`config.mk`:
```
export PLATFORM = sky130hd
export DESIGN_NAME = nvmba_top
export DESIGN_NICKNAME = d
export VERILOG_FILES = /design/src/hdl/nvmba_pkg.sv /design/src/hdl/nvmba_mem.sv /design/src/hdl/nvmba_top.sv
export VERILOG_INCLUDE_DIRS = /design/src /design/src/hdl
export SDC_FILE = /design/constraint.sdc
export NUM_CORES = 1
export LEC_CHECK = 0
export ABC_AREA = 1
export BUFFER_PORTS_ARGS = -buffer_cell sky130_fd_sc_hd__clkbuf_2
export CORE_UTILIZATION = 40
export CTS_CLUSTER_DIAMETER = 40
export DETAILED_ROUTE_END_ITERATION = 10
export HOLD_SLACK_MARGIN = 0.1
export PLACE_DENSITY = 0.54
export REMOVE_ABC_BUFFERS = 1
export SKIP_CTS_REPAIR_TIMING = 1
export SLEW_MARGIN = 40
export SYNTH_ARGS = -nofsm -noshare
export SYNTH_HDL_FRONTEND = slang
export SYNTH_SLANG_ARGS = --single-unit
```
`constraint.sdc`:
```
create_clock -name clk -period 3.55 [get_ports clk]
set_input_delay 0.355 -clock clk [delete_from_list [all_inputs] [get_ports clk]]
set_output_delay 0.355 -clock clk [all_outputs]
set_load 0.02 [all_outputs]
```
`src/hdl/nvmba_cfg.svh`:
```
// Register map, field positions, reset values and timing for the byte access block
`ifndef NVMBA_CFG_SVH
`define NVMBA_CFG_SVH

// Register offsets on the plain register port
`define NVMBA_ADDR_W 8
`define NVMBA_OFS_INDEX 8'h00
`define NVMBA_OFS_VALUE 8'h01
`define NVMBA_OFS_CONTROL 8'h40
`define NVMBA_OFS_IRQ 8'h41

// Array shape
`define NVMBA_DATA_W 8
`define NVMBA_INDEX_W 6

// Control register field positions
`define NVMBA_CTL_FETCH_GO 0
`define NVMBA_CTL_FETCH_PERMIT 1
`define NVMBA_CTL_PROGRAM_GO 2
`define NVMBA_CTL_PROGRAM_PERMIT 3

// Interrupt register field positions
`define NVMBA_IRQ_ENABLE 0
`define NVMBA_IRQ_FLAG 1

// Reset values
`define NVMBA_RST_INDEX 6'h00
`define NVMBA_RST_VALUE 8'h00
`define NVMBA_RST_BYTE 8'h00

// Timing: system clock period, write timer tick and write time
`define NVMBA_CLK_NS 20
`define NVMBA_TICK_NS 1000
`define NVMBA_WRITE_TIME_US 2000
`define NVMBA_TICK_W 6
`define NVMBA_WCNT_W 16

`endif

```
`src/hdl/nvmba_pkg.sv`:
```
// Types shared by the byte access block
package nvmba_pkg;

    // Sequencer states, one-hot
    typedef enum logic [3:0] {
        nvmba_st_idle  = 4'b0001,
        nvmba_st_read  = 4'b0010,
        nvmba_st_rdone = 4'b0100,
        nvmba_st_write = 4'b1000
    } nvmba_state_t;

endpackage

```
`src/hdl/nvmba_mem.sv`:
```
// Sixty-four by eight storage array with registered read data
`timescale 1ns/1ps
`include "nvmba_cfg.svh"

module nvmba_mem
    import nvmba_pkg::*;
(
    input wire logic clk,
    input wire logic write_en,
    input wire logic [`NVMBA_INDEX_W-1:0] write_index,
    input wire logic [`NVMBA_DATA_W-1:0] write_byte,
    input wire logic read_en,
    input wire logic [`NVMBA_INDEX_W-1:0] read_index,
    output logic [`NVMBA_DATA_W-1:0] read_byte
);

    logic [`NVMBA_DATA_W-1:0] cells [0:(1<<`NVMBA_INDEX_W)-1];

    // Commit and fetch, read data from a register
    always_ff @(posedge clk) begin
        if (write_en) begin
            cells[write_index] <= write_byte;
        end
        if (read_en) begin
            read_byte <= cells[read_index];
        end
    end

endmodule

```
`src/hdl/nvmba_top.sv`:
```
// Control logic for single-byte reads and writes of the nonvolatile data array
//
// Overview of operation
// Interrupt request raised when a byte write finishes, never after a read.
// Software sets nvm_irq_enable before expecting end-of-write interrupts.
// nvm_irq_flag set at every write end, enabled or not.
// Vector only with flag, both enables high and a free stack level.
// Flag cleared automatically when the interrupt is serviced.
// Software sets program_cycle_go right after setting program_permit.
// Software masks global interrupts around the start of a write.
// Entering idle or sleep during an operation aborts it; it fails.
// Software keeps program_permit low when not writing.
// Software keeps the pointer high bytes zero to hide the control register.
// Software may read the byte back to verify a write.
// Every read needs a fresh index and a fresh fetch_cycle_go; no increment.
// Software reaches nvm_control through pointer one and its indirect port.
// Read: load index, set fetch_permit, then fetch_cycle_go separately.
// fetch_cycle_go clears when data valid; nvm_byte_value then holds it.
// Write: load index and value, set program_permit, then program_cycle_go.
// program_cycle_go stays high until the byte is committed.
// Software clears nvm_control after its last read.
// Sixty-four eight-bit locations, selected by a six-bit index.
// program_cycle_go self-clears at write end; ignored without program_permit.
// fetch_cycle_go self-clears at read end; ignored without fetch_permit.
// program_permit is cleared by reset.
// Flag set in the same cycle program_cycle_go clears at write completion.
// Index and value writes ignored while a write is in progress.
`timescale 1ns/1ps
`include "nvmba_cfg.svh"

module nvmba_top
    import nvmba_pkg::*;
#(
    parameter int WRITE_TICKS = `NVMBA_WRITE_TIME_US
)
(
    input wire logic clk,
    input wire logic rst_n,
    input wire logic [`NVMBA_ADDR_W-1:0] reg_addr,
    input wire logic [`NVMBA_DATA_W-1:0] reg_wdata,
    input wire logic reg_wr,
    input wire logic reg_rd,
    output logic [`NVMBA_DATA_W-1:0] reg_rdata,
    input wire logic global_irq_enable,
    input wire logic stack_free,
    input wire logic irq_serviced,
    input wire logic sleep_entry,
    output logic irq_vector_req
);

    // Write timer tick length in system cycles, rounded up
    localparam int TICK_CYC = (`NVMBA_TICK_NS + `NVMBA_CLK_NS - 1) / `NVMBA_CLK_NS;
    localparam logic [`NVMBA_TICK_W-1:0] TICK_LAST = `NVMBA_TICK_W'(TICK_CYC - 1);
    localparam logic [`NVMBA_WCNT_W-1:0] WCNT_LAST = `NVMBA_WCNT_W'(WRITE_TICKS - 1);
    localparam logic [`NVMBA_TICK_W-1:0] TICK_ZERO = `NVMBA_TICK_W'(0);
    localparam logic [`NVMBA_WCNT_W-1:0] WCNT_ZERO = `NVMBA_WCNT_W'(0);

    // Software visible state
    logic [`NVMBA_INDEX_W-1:0] nvm_byte_index;
    logic [`NVMBA_DATA_W-1:0] nvm_byte_value;
    logic fetch_cycle_go;
    logic fetch_permit;
    logic program_cycle_go;
    logic program_permit;
    logic nvm_irq_enable;
    logic nvm_irq_flag;

    // Sequencer and write timer
    nvmba_state_t state;
    nvmba_state_t next_state;
    logic [`NVMBA_TICK_W-1:0] tick_cnt;
    logic [`NVMBA_WCNT_W-1:0] write_cnt;
    logic [`NVMBA_DATA_W-1:0] mem_q;

    // Address decode
    wire sel_index = (reg_addr == `NVMBA_OFS_INDEX);
    wire sel_value = (reg_addr == `NVMBA_OFS_VALUE);
    wire sel_control = (reg_addr == `NVMBA_OFS_CONTROL);
    wire sel_irq = (reg_addr == `NVMBA_OFS_IRQ);
    wire wr_index = reg_wr && sel_index;
    wire wr_value = reg_wr && sel_value;
    wire wr_control = reg_wr && sel_control;
    wire wr_irq = reg_wr && sel_irq;

    // State decode
    wire is_idle = (state == nvmba_st_idle);
    wire is_read = (state == nvmba_st_read);
    wire is_rdone = (state == nvmba_st_rdone);
    wire is_write = (state == nvmba_st_write);
    wire busy = !is_idle;

    // Start requests use the permits already held, not the ones in this write
    wire start_fetch = wr_control && reg_wdata[`NVMBA_CTL_FETCH_GO]
        && fetch_permit && is_idle;
    wire start_program = wr_control && reg_wdata[`NVMBA_CTL_PROGRAM_GO]
        && program_permit && is_idle && !start_fetch;

    // Write timer events
    wire tick = is_write && (tick_cnt == TICK_LAST);
    wire write_done = tick && (write_cnt == WCNT_LAST) && !sleep_entry;

    // Abort of any pending operation on power mode entry
    wire abort = busy && sleep_entry;

    // Memory strobes
    wire mem_write = write_done;
    wire mem_read = is_read && !sleep_entry;
    wire read_done = is_rdone && !sleep_entry;

    // Index and value accept software only when no write runs
    wire index_we = wr_index && !is_write;
    wire value_we = wr_value && !is_write;

    // Read data mux, reserved bits read zero
    wire [`NVMBA_DATA_W-1:0] control_view = {4'h0, program_permit, program_cycle_go,
        fetch_permit, fetch_cycle_go};
    wire [`NVMBA_DATA_W-1:0] irq_view = {6'h00, nvm_irq_flag, nvm_irq_enable};
    wire [`NVMBA_DATA_W-1:0] index_view = {2'h0, nvm_byte_index};
    wire [`NVMBA_DATA_W-1:0] read_mux =
        sel_index ? index_view :
        sel_value ? nvm_byte_value :
        sel_control ? control_view :
        sel_irq ? irq_view : `NVMBA_RST_BYTE;

    // Interrupt vector request condition
    wire vector_cond = nvm_irq_flag && nvm_irq_enable && global_irq_enable
        && stack_free;

    // Storage array
    nvmba_mem u_mem (
        .clk(clk),
        .write_en(mem_write),
        .write_index(nvm_byte_index),
        .write_byte(nvm_byte_value),
        .read_en(mem_read),
        .read_index(nvm_byte_index),
        .read_byte(mem_q)
    );

    // Next state
    always_comb begin
        next_state = state;
        case (state)
            nvmba_st_idle: begin
                if (start_fetch) begin
                    next_state = nvmba_st_read;
                end else if (start_program) begin
                    next_state = nvmba_st_write;
                end
            end
            nvmba_st_read: begin
                next_state = nvmba_st_rdone;
            end
            nvmba_st_rdone: begin
                next_state = nvmba_st_idle;
            end
            nvmba_st_write: begin
                if (write_done) begin
                    next_state = nvmba_st_idle;
                end
            end
            default: begin
                next_state = nvmba_st_idle;
            end
        endcase
        if (abort) begin
            next_state = nvmba_st_idle;
        end
    end

    // State register
    always_ff @(posedge clk) begin
        if (!rst_n) begin
            state <= nvmba_st_idle;
        end else begin
            state <= next_state;
        end
    end

    // Tick divider, runs only during a write
    always_ff @(posedge clk) begin
        if (!rst_n || !is_write || tick) begin
            tick_cnt <= TICK_ZERO;
        end else begin
            tick_cnt <= tick_cnt + 1'b1;
        end
    end

    // Write time counter in ticks
    always_ff @(posedge clk) begin
        if (!rst_n || !is_write) begin
            write_cnt <= WCNT_ZERO;
        end else if (tick) begin
            write_cnt <= write_cnt + 1'b1;
        end
    end

    // Byte index register
    always_ff @(posedge clk) begin
        if (!rst_n) begin
            nvm_byte_index <= `NVMBA_RST_INDEX;
        end else if (index_we) begin
            nvm_byte_index <= reg_wdata[`NVMBA_INDEX_W-1:0];
        end
    end

    // Byte value register, loaded by software or by a finished read
    always_ff @(posedge clk) begin
        if (!rst_n) begin
            nvm_byte_value <= `NVMBA_RST_VALUE;
        end else if (read_done) begin
            nvm_byte_value <= mem_q;
        end else if (value_we) begin
            nvm_byte_value <= reg_wdata;
        end
    end

    // Permit bits, plain software bits
    always_ff @(posedge clk) begin
        if (!rst_n) begin
            program_permit <= 1'b0;
            fetch_permit <= 1'b0;
        end else if (wr_control) begin
            program_permit <= reg_wdata[`NVMBA_CTL_PROGRAM_PERMIT];
            fetch_permit <= reg_wdata[`NVMBA_CTL_FETCH_PERMIT];
        end
    end

    // Fetch go bit, set by software, cleared by hardware
    always_ff @(posedge clk) begin
        if (!rst_n) begin
            fetch_cycle_go <= 1'b0;
        end else if (start_fetch) begin
            fetch_cycle_go <= 1'b1;
        end else if (read_done || abort) begin
            fetch_cycle_go <= 1'b0;
        end
    end

    // Program go bit, held until the commit
    always_ff @(posedge clk) begin
        if (!rst_n) begin
            program_cycle_go <= 1'b0;
        end else if (start_program) begin
            program_cycle_go <= 1'b1;
        end else if (write_done || abort) begin
            program_cycle_go <= 1'b0;
        end
    end

    // Interrupt enable
    always_ff @(posedge clk) begin
        if (!rst_n) begin
            nvm_irq_enable <= 1'b0;
        end else if (wr_irq) begin
            nvm_irq_enable <= reg_wdata[`NVMBA_IRQ_ENABLE];
        end
    end

    // Request flag, set by write end only, set beats any clear
    always_ff @(posedge clk) begin
        if (!rst_n) begin
            nvm_irq_flag <= 1'b0;
        end else if (write_done) begin
            nvm_irq_flag <= 1'b1;
        end else if (irq_serviced) begin
            nvm_irq_flag <= 1'b0;
        end else if (wr_irq && !reg_wdata[`NVMBA_IRQ_FLAG]) begin
            nvm_irq_flag <= 1'b0;
        end
    end

    // Registered outputs
    always_ff @(posedge clk) begin
        if (!rst_n) begin
            reg_rdata <= `NVMBA_RST_BYTE;
            irq_vector_req <= 1'b0;
        end else begin
            reg_rdata <= reg_rd ? read_mux : `NVMBA_RST_BYTE;
            irq_vector_req <= vector_cond && !irq_serviced;
        end
    end

endmodule
```
# == Yosys cells after proc, flatten, opt, wreduce, memory -nomap -nowiden ==
# Memory sizes are Yosys's and may differ from the RTL's. A register that Yosys moved wholly into a read port is not among the register bits.
# Cells that the tools add are included.
# op_classes
n_addsub,2
bitwise,2
n_reduce_logical,44
eq_ne,11
muxes,19
# ops
cell,count
$logic_and A1 B1 Y1,24
$mux W8,3
$add A16 B1 Y16 const B,1
$eq A16 B11 Y1 const B,1
$eq A8 B7 Y1 const B,2
$mux W4,4
$pmux W4 S3,1
$mux W1,9
$eq A8 B1 Y1 const B,1
$logic_not A8 Y1,1
$logic_not A1 Y1,7
$add A6 B1 Y6 const B,1
$eq A6 B6 Y1 const B,1
$mux W6,1
$reduce_bool A2 Y1,3
$eq A4 B1 Y1 const B,1
$eq A4 B2 Y1 const B,1
$eq A4 B3 Y1 const B,1
$eq A4 B4 Y1 const B,1
$logic_or A1 B1 Y1,4
$reduce_and A2 Y1,2
$ne A3 B1 Y1 const B,1
$reduce_bool A3 Y1,1
$reduce_or A3 Y1,1
4 further kinds,5
# word_totals
reg_bits,55
memories,1
mem_bits_rw,512
word_cells,93
out_inout_bits,9
# memory_table
memory,words,word_bits,rd,rd_clocked_by_memory_dff,write_ports,line,rtl
u_mem.cells,64,8,1,1,1,nvmba_mem.sv:17,logic [`NVMBA_DATA_W-1:0] cells [0:(1<<`NVMBA_INDEX_W)-1];

# == Longest topological paths before layout ==
# Gate-level depths: netlist (run 1).
# depth
ltp_word,10
mapped_depth,14
mapped_depth_nobuf,11

# == Modules after synthesis ==
# Synthesis (run 1) repeated with hierarchy kept, for this count alone.
# hier_totals
cells_unflattened,2203
hier_area_um2,24150.7
# modules_own_cells
mod,area_each_um2,cells_each,n_inst
nvmba_mem,21419.3,1805,1
nvmba_top,2731.4,398,1

# == Least setup slack after synthesis (run 1) ==
# No wires, ideal clock.
# synth_timing
path_kind,reg-to-reg
start,register tick_cnt[0]
end,memory u_mem.cells[10][0] (netlist name) (enable)
arrival_ns,1.774
slack_ns,1.406
path_stages_with_launch,9
synth_period_minus_slack_ns,2.144
t_required_ns,3.180
setup_time_ns,0.370
path_cell_list,dfxtp_1 -> ha_1 -> nand3_1 -> nor2_1 -> inv_1 -> nor2_1 -> buf_2 -> nand3_1 -> nor2_1
# synth_between
elab_chain_len,6
# synth_rtl
element,line,rtl
"start, declared",nvmba_top.sv:71,logic [`NVMBA_TICK_W-1:0] tick_cnt;
"start signal, assigned",nvmba_top.sv:185,tick_cnt <= tick_cnt + 1'b1;
$eq A6 B6 Y1,nvmba_top.sv:99,wire tick = is_write && (tick_cnt == TICK_LAST);
$logic_and A1 B1 Y1,nvmba_top.sv:99,
$logic_and A1 B1 Y1 (2 in series),nvmba_top.sv:100,wire write_done = tick && (write_cnt == WCNT_LAST) && !sleep_entry;
$mux W1,nvmba_mem.sv:21,if (write_en) begin
$mux W1 (implied by the code),nvmba_mem.sv:22,cells[write_index] <= write_byte;
"end, declared",nvmba_mem.sv:17,
# Every way passes these cells.

# == Final worst setup path (run 1) ==
# layout_timing
start,register write_cnt[0]
end,memory u_mem.cells[38][6] (netlist name) (enable)
# layout_between
elab_chain_len,5
# layout_rtl
element,line,rtl
"start, declared",nvmba_top.sv:72,logic [`NVMBA_WCNT_W-1:0] write_cnt;
"start signal, assigned",nvmba_top.sv:194,write_cnt <= write_cnt + 1'b1;
$eq A16 B11 Y1,nvmba_top.sv:100,
$logic_and A1 B1 Y1 (2 in series),nvmba_top.sv:100,
$mux W1,nvmba_mem.sv:21,
$mux W1 (implied by the code),nvmba_mem.sv:22,
# Every way passes these cells.

==> key figures, run 1 <==
Status
  • Status: complete, no violations

Synth
  • Cells after synthesis: 2,575
  • Area contributors post-synth: edfxtp_1 (63%), nand2_1 (23%), dfxtp_1 (4.5%)
  • Asr flop ratio synth: 0
  • Mux cell area share after synthesis: 0
  • Xor/xnor share of the synthesized area: 0.00285
  • Post-synth top cells: nand2_1 (1,525), edfxtp_1 (520), nor2_1 (145)
  • Mean post-synth cell area: 9.56 µm²
  • Main combinational cell family by area after synthesis: simple AND/OR/NAND/NOR gates
  • Synth Cell Area: 24,600 µm²
  • Netlist cell types: 29
  • Post-synth EDFFs: 520
  • Synth warnings: 0
  • Area leader, netlist: edfxtp_1
  • Top cell type's share of synthesized area: 0.634
  • Main synth FF type: edfxtp_1
  • Register area share after synthesis: 0.679
  • Flops & latches, synth: 575
  • Post-Synth Simple-Gate Area: 0.273
  • Adder-cell share of the synthesized area: 0.00153
  • Most common cell in the netlist: nand2_1
  • Compound-Gate Fraction of Synth Area: 0.0128

Route
  • First drt pass iteration count: 5
  • Routed vias: 17,352
  • Detail Route Antenna Nets: 0
  • Vias per cell: 4.95
  • Final wirelength: 65,700 µm
  • DRT iter0 DRCs: 1,231
  • Routed len/inst: 18.7 µm
  • DR DRC count: 0

Power
  • Clock power share: 0.537
  • Pwr/cell area: 550 nW/µm²
  • Combinational power share: 0.004
  • Static leakage: 12.8 nW
  • Total power: 15.9 mW
  • Worst vdd ir: 0.286 mV
  • Sw Ratio: 0.206
  • P_int: 12.6 mW
  • Flop pwr share: 0.458
  • Sw Pwr: 3.27 mW

Floorplan
  • Core ar.: 60,600 µm²
  • Die extent in y: 250 µm
  • Ports: 33
  • # rows: 90
  • Die Wd: 250 µm
  • Starting density of the core: 0.406
  • Die area: 62,500 µm²

Finish
  • Fin cells: 3,503
  • Area of the multi-input gates: 7150 µm²
  • Fill count: 5,645
  • Fraction of final layout cells sized beyond drive strength 1: 0.0959
  • Register area: 16,700 µm²
  • Final Util: 0.476
  • Cell area after layout: 28,900 µm²
  • # diodes: 0
  • Final nets: 2,676
  • Area Growth Syn to Fin: 17.3%

Clock network
  • Root buf cell: clkbuf_16
  • Clock Sinks: 575
  • Skew-Pair Late Insertion Delay: 0.62 ns
  • CTS clk-pin slew, worst paths: 0.06 ns
  • CTS Buf Count: 85
  • CTS tree: done
  • # H-tree levels: 3
  • Clock Path Buffers: 3

Min path
  • Worst hold stages: 5
  • Worst hold path class: input pin to flip-flop

Setup path
  • Data required time of the worst path: 3.79 ns
  • Critical Path Source Type: flip-flop
  • Crit end category: flip-flop
  • Worst r2r path cells: 8
  • Critical path fanouts, max: 8
  • Type of the worst setup path: flip-flop to flip-flop
  • Crit path arrival time: 3.01 ns

Timing
  • Total Neg Setup Slack: 0 ns
  • Final Hold Viols: 0
  • Slew headroom: 0.442
  • Slew @ Worst Pin: 0.837 ns
  • Final Max Tran Viols: 0
  • Crit share post-route: 0.780
  • # setup viols final: 0
  • Unrepaired setup endpoints after global routing: no
  • Peak Freq: 361 MHz
  • Clock skew: 0.0156 ns
  • Min Tclk post-route: 2.77 ns

Placement
  • PortBufs: 32
  • Dpl cells: 3,337
  • HPWL after DPL: 40,100 µm
  • Post-DP Area: 25,800 µm²
  • GPL Wtd Cong: 0.853

Global route
  • GRT Residual Overflow: 0
  • Largest net degree at the start of global routing: 160
  • Vias in the first global route: 17,124
  • First-pass GRT wire length: 102,000 µm
  • Total GRT Usage: 0.213
  • Antenna violations before repair: 0

Job
  • Max_cap viols: 0
==> cells by family (layout without fill, tap and decap cells) <==
logic type / after synthesis / after routing
XOR/XNOR: 8 / 8
AND/OR/NAND/NOR: 1745 / 1745
AO/OA/AOI/OAI: 61 / 61
buffers and inverters: 183 / 329
adder cells (fa/ha/maj): 3 / 3
flip-flops: 575 / 575
==> final timing paths <==
path	from	endpoint	slack [ns]
worst max-delay path	write_cnt[0]	u_mem.cells[38][6]	0.78
worst min register to register	tick_cnt[0]	tick_cnt[0]	0.46
worst min-delay path	reg_wdata[7]	nvm_byte_value[7]	0.08
worst max register to register	write_cnt[0]	u_mem.cells[38][6]	0.78
==> metrics by stage <==
stage	worst slack (ns)	hold WS [ns]
global route	0.589	0.102
global placement	0.863	0.445
finish	0.779	0.0831
floorplan	-6.48	0.430
CTS	0.771	-0.103
detailed placement	0.794	0.457
==> power groups by stage <==
stage / clock (mW) / sequential [mW] / combinational, mW
2_1_floorplan: 0 / 7.42 / 0.0249
3_3_place_gp: 0 / 7.42 / 0.0596
3_5_place_dp: 0 / 7.41 / 0.0612
4_1_cts: 8.65 / 7.27 / 0.0614
5_1_grt: 8.96 / 7.27 / 0.0735
6_report: 8.53 / 7.27 / 0.0664
==> cells in the final DEF, fill, tap and decap left out, types with 14 or more instances in the layout <==
| cell type | instances |
|---|---|
| nand3_1 | 34 |
| nand2_1 | 1525 |
| o21ai_0 | 34 |
| clkbuf_2 | 32 |
| dfxtp_1 | 44 |
| nor2_1 | 144 |
| edfxtp_1 | 520 |
| buf_4 | 49 |
| a21oi_1 | 23 |
| clkinv_1 | 14 |
| inv_1 | 66 |
| nor3_1 | 16 |
| clkbuf_16 | 89 |
==> state kept, by name, indices dropped and copies added, names as in the netlist, 4 cells and up <==
| register | count |
|---|---|
| reg_rdata | 8 |
| nvm_byte_value | 8 |
| u_mem.read_byte | 8 |
| write_cnt | 16 |
| u_mem.cells | 512 |
| nvm_byte_index | 6 |
| state | 4 |
| tick_cnt | 6 |
==> worst max-delay path: stages, from the launching register on <==
cell	delay, ns
dfxtp_1	0.37
ha_1	0.21
nand2_1	0.12
inv_1	0.09
nand4_1	0.18
nor3_4	0.37
nand3_1	0.24
buf_4	0.24
nor2_1	0.56
==> final cells by class <==
type / instances / share of cell area
Multi-Input combinational cell: 1817 / 0.248
Sequential cell: 575 / 0.580
Inverter: 72 / 0.00989
Clock inverter: 66 / 0.0238
Timing Repair Buffer: 98 / 0.0268
Tap cell: 782 / 0.0339
Clock buffer: 93 / 0.0777
==> routing by layer <==
layer	up-vias	GRT usage	part of all wire
li1	8499	-	-
met5	-	0	0
met2	442	0.348	0.47
met3	98	0.0313	0.054
met1	8313	0.293	0.45
met4	0	0.0713	0.024
Power figures use the tool's default switching activity.
==> inputs of run 2 (changes only) <==
--- a/config.mk
+++ b/config.mk
@@ -6,13 +6,13 @@
 export SDC_FILE = /design/constraint.sdc
 export NUM_CORES = 1
 export LEC_CHECK = 0
-export ABC_AREA = 1
+export ABC_AREA = 0
 export BUFFER_PORTS_ARGS = -buffer_cell sky130_fd_sc_hd__clkbuf_2
 export CORE_UTILIZATION = 40
 export CTS_CLUSTER_DIAMETER = 40
 export DETAILED_ROUTE_END_ITERATION = 10
 export HOLD_SLACK_MARGIN = 0.1
-export PLACE_DENSITY = 0.54
+export PLACE_DENSITY = 0.56
 export REMOVE_ABC_BUFFERS = 1
 export SKIP_CTS_REPAIR_TIMING = 1
 export SLEW_MARGIN = 40
==> constraint.sdc (replaced) <==
create_clock -name clk -period 2.27 [get_ports clk]
set_input_delay 0.227 -clock clk [delete_from_list [all_inputs] [get_ports clk]]
set_output_delay 0.227 -clock clk [all_outputs]
set_load 0.02 [all_outputs]
==> run 2 against run 1 <==
The flow now finishes with violations (setup timing). Cell area increased by 5.0%. Area after synthesis fell by 7.4%. Worst setup slack got worse by 1.1 ns. Highest routed layer unchanged.
==> key figures, run 2 <==
Timing
  • # setup viols final: 519
  • Final Hold Viols: 0
  • Min Tclk post-route: 2.57 ns
  • Final worst slack: -0.299 ns
  • Final Max Tran Viols: 0
  • Slew @ Worst Pin: 0.741 ns
  • Slew headroom: 0.505
  • Unrepaired setup endpoints after global routing: yes
  • Clock skew: 0.0164 ns
  • Peak Freq: 389 MHz
  • Crit share post-route: 1.13

Synth
  • Register area share after synthesis: 0.733
  • Synth Cell Area: 22,800 µm²
  • Most common cell in the netlist: edfxtp_1
  • Post-synth EDFFs: 520
  • Cells after synthesis: 1,343
  • Netlist cell types: 70
  • Flops & latches, synth: 575
  • Synth warnings: 0
  • Asr flop ratio synth: 0
  • Top cell type's share of synthesized area: 0.685
  • Mean post-synth cell area: 17.0 µm²
  • Main synth FF type: edfxtp_1
  • Area contributors post-synth: edfxtp_1 (69%), mux4_2 (5.9%), dfxtp_1 (4.8%)
  • Post-synth top cells: edfxtp_1 (520), nor2_1 (113), mux2i_1 (64)
  • Area leader, netlist: edfxtp_1

Placement
  • HPWL after DPL: 41,600 µm
  • PortBufs: 32
  • GPL Wtd Cong: 0.902
  • Pre-CTS setup slack: -0.332 ns
  • Post-DP Area: 25,800 µm²

Route
  • Detail Route Antenna Nets: 0
  • DR DRC count: 0
  • Final wirelength: 65,000 µm
  • Routed vias: 14,153
  • First drt pass iteration count: 5
  • Vias per cell: 5.65
  • DRT iter0 DRCs: 1,421
  • Routed len/inst: 25.9 µm

Setup path
  • Delay-heaviest family, CP: multiplexers
  • Critical path fanouts, max: 8
  • Cell mode on critical path: buf_12
  • CP cell instances: buf_12 -> buf_12 -> mux4_2 -> mux2i_2 -> o22ai_2 -> nor4_2 -> buf_4 -> o211ai_1
  • FF-to-FF End: u_mem.read_byte[7]
  • Slowest stage delay, CP: 0.53 ns
  • Worst r2r path cells: 8
  • Type of the worst setup path: flip-flop to flip-flop
  • R2r setup slk: -0.30 ns
  • WP buf/inv: 3
  • Crit end category: flip-flop
  • Slowest-stage cell, CP: mux4_2
  • Crit path arrival time: 2.87 ns
  • Worst r2r src: nvm_byte_index[1]
  • Critical Path Source Type: flip-flop
  • Data required time of the worst path: 2.57 ns

Min path
  • Hold endpoint: reg_rdata[0]
  • Hold path startpoint: reg_addr[7]
  • Worst hold path class: input pin to flip-flop
  • Worst hold stages: 4

Finish
  • Area Growth Syn to Fin: 32.9%
  • Most flops, register: u_mem.cells
  • Fill count: 4,500
  • Area of the multi-input gates: 6400 µm²
  • Commonest cells after routing, fill and taps aside: edfxtp_1 (520), buf_4 (164), clkbuf_16 (88)
  • Fraction of final layout cells sized beyond drive strength 1: 0.402
  • Register area: 16,700 µm²
  • Max reg flops: 512
  • # diodes: 0
  • Largest regs: u_mem.cells x512, write_cnt x16
  • Final nets: 1,710
  • Cell area after layout: 30,300 µm²
  • Commonest non-fill, non-tap cell in the layout: edfxtp_1

Global route
  • First-pass GRT wire length: 92,600 µm
  • Total GRT Usage: 0.224
  • Largest net degree at the start of global routing: 67
  • GRT Residual Overflow: 0
  • Vias in the first global route: 13,888
  • Antenna violations before repair: 0

Clock network
  • CTS clk-pin slew, worst paths: 0.05 ns
  • CTS tree: done
  • Clock Path Buffers: 3
  • Skew-Pair Late Insertion Delay: 0.62 ns
  • # H-tree levels: 3
  • Clock Sinks: 575
  • CTS Buf Count: 82
  • Root buf cell: clkbuf_16

Power
  • Static leakage: 11.3 nW
  • Total power: 24.3 mW
  • Pwr/cell area: 803 nW/µm²
  • Worst vdd ir: 0.480 mV

Floorplan
  • Die area: 57,900 µm²
  • Starting density of the core: 0.404
  • Die Wd: 241 µm
  • Ports: 33
  • Die extent in y: 241 µm
  • # rows: 87
  • Core ar.: 56,400 µm²

Status
  • Status: complete, but fails checks
  • Failing checks: setup timing

Job
  • Max_cap viols: 0
## run 2: cell types whose count changed after synthesis, moves of 17 or more
cell      change
nand2_1    -1490
mux2i_1      +64
mux4_2       +60
inv_1        -56
mux2_2       +45
a221oi_1     +43
nor2_1       -32
nand3_1      -25
a22oi_1      +24
buf_1        -24
buf_2        -22
nor2b_1      +20
a21oi_1      +18
o22ai_1      +17
## run 2: stage by stage
stage	util	setup TNS (ns)	cells	hold WS, ns
floorplan	-	-1355.73	1263	0.303
global placement	0.458	-126.29	2317	0.438
detailed placement	0.458	-115.46	2317	0.437
CTS	0.508	-127.92	2469	-0.219
global route	0.537	-134.01	2507	0.128
finish	0.537	-69.60	2507	0.0766
## run 2: worst register-to-register path, stage by stage (launching register included)
cell	delay [ns]
dfxtp_4	0.42
buf_12	0.15
buf_12	0.14
mux4_2	0.53
mux2i_2	0.20
o22ai_2	0.13
nor4_2	0.32
buf_4	0.17
o211ai_1	0.19
## run 2: cell type report
cell class / count / share of cell area
inverters: 11 / 0.00149
well taps: 756 / 0.0312
clock inverters: 58 / 0.0205
multi-input cells: 677 / 0.211
clock buffers: 94 / 0.0724
repair buffers: 336 / 0.111
flip-flops and latches: 575 / 0.553
## run 2: kinds of logic after synthesis
kind of cell	synth area share
AOI/OAI and AO/OA	0.0697
xor gates and xnor gates	0.00576
muxes	0.110
and+or+nand+nor	0.0614
adders and majority gates	0.00165
DFF	0.733
buffers and inverters	0.0183
## run 2: where the power goes
group          internal (mW)  total [mW]  switching, mW
logic                 0.0464      0.0987         0.0523
registers               11.4        11.4        0.00104
clock network           7.96        12.9           4.90
total                   19.4        24.3           4.95
## run 2: worst max-delay path by stage
stage | slack, ns | to | start | cells after the start
after global placement | -0.33 | u_mem.cells[56][4] | tick_cnt[1] | 9
after floorplan | -3.64 | u_mem.read_byte[0] | nvm_byte_index[2] | 5
after detailed placement | -0.33 | u_mem.read_byte[7] | nvm_byte_index[1] | 9
after global routing | -0.33 | u_mem.cells[17][0] | tick_cnt[1] | 12
after CTS | -0.36 | u_mem.read_byte[7] | nvm_byte_index[1] | 9
final | -0.30 | u_mem.read_byte[7] | nvm_byte_index[1] | 8
## run 2: layer usage
metal  global-route usage  share of wire  vias to the layer above
li1                     -              -                     6122
met1                0.306           0.42                     7273
met2                0.359           0.48                      655
met3               0.0436          0.073                      103
met4               0.0764          0.024                        0
met5                    0              0                        -
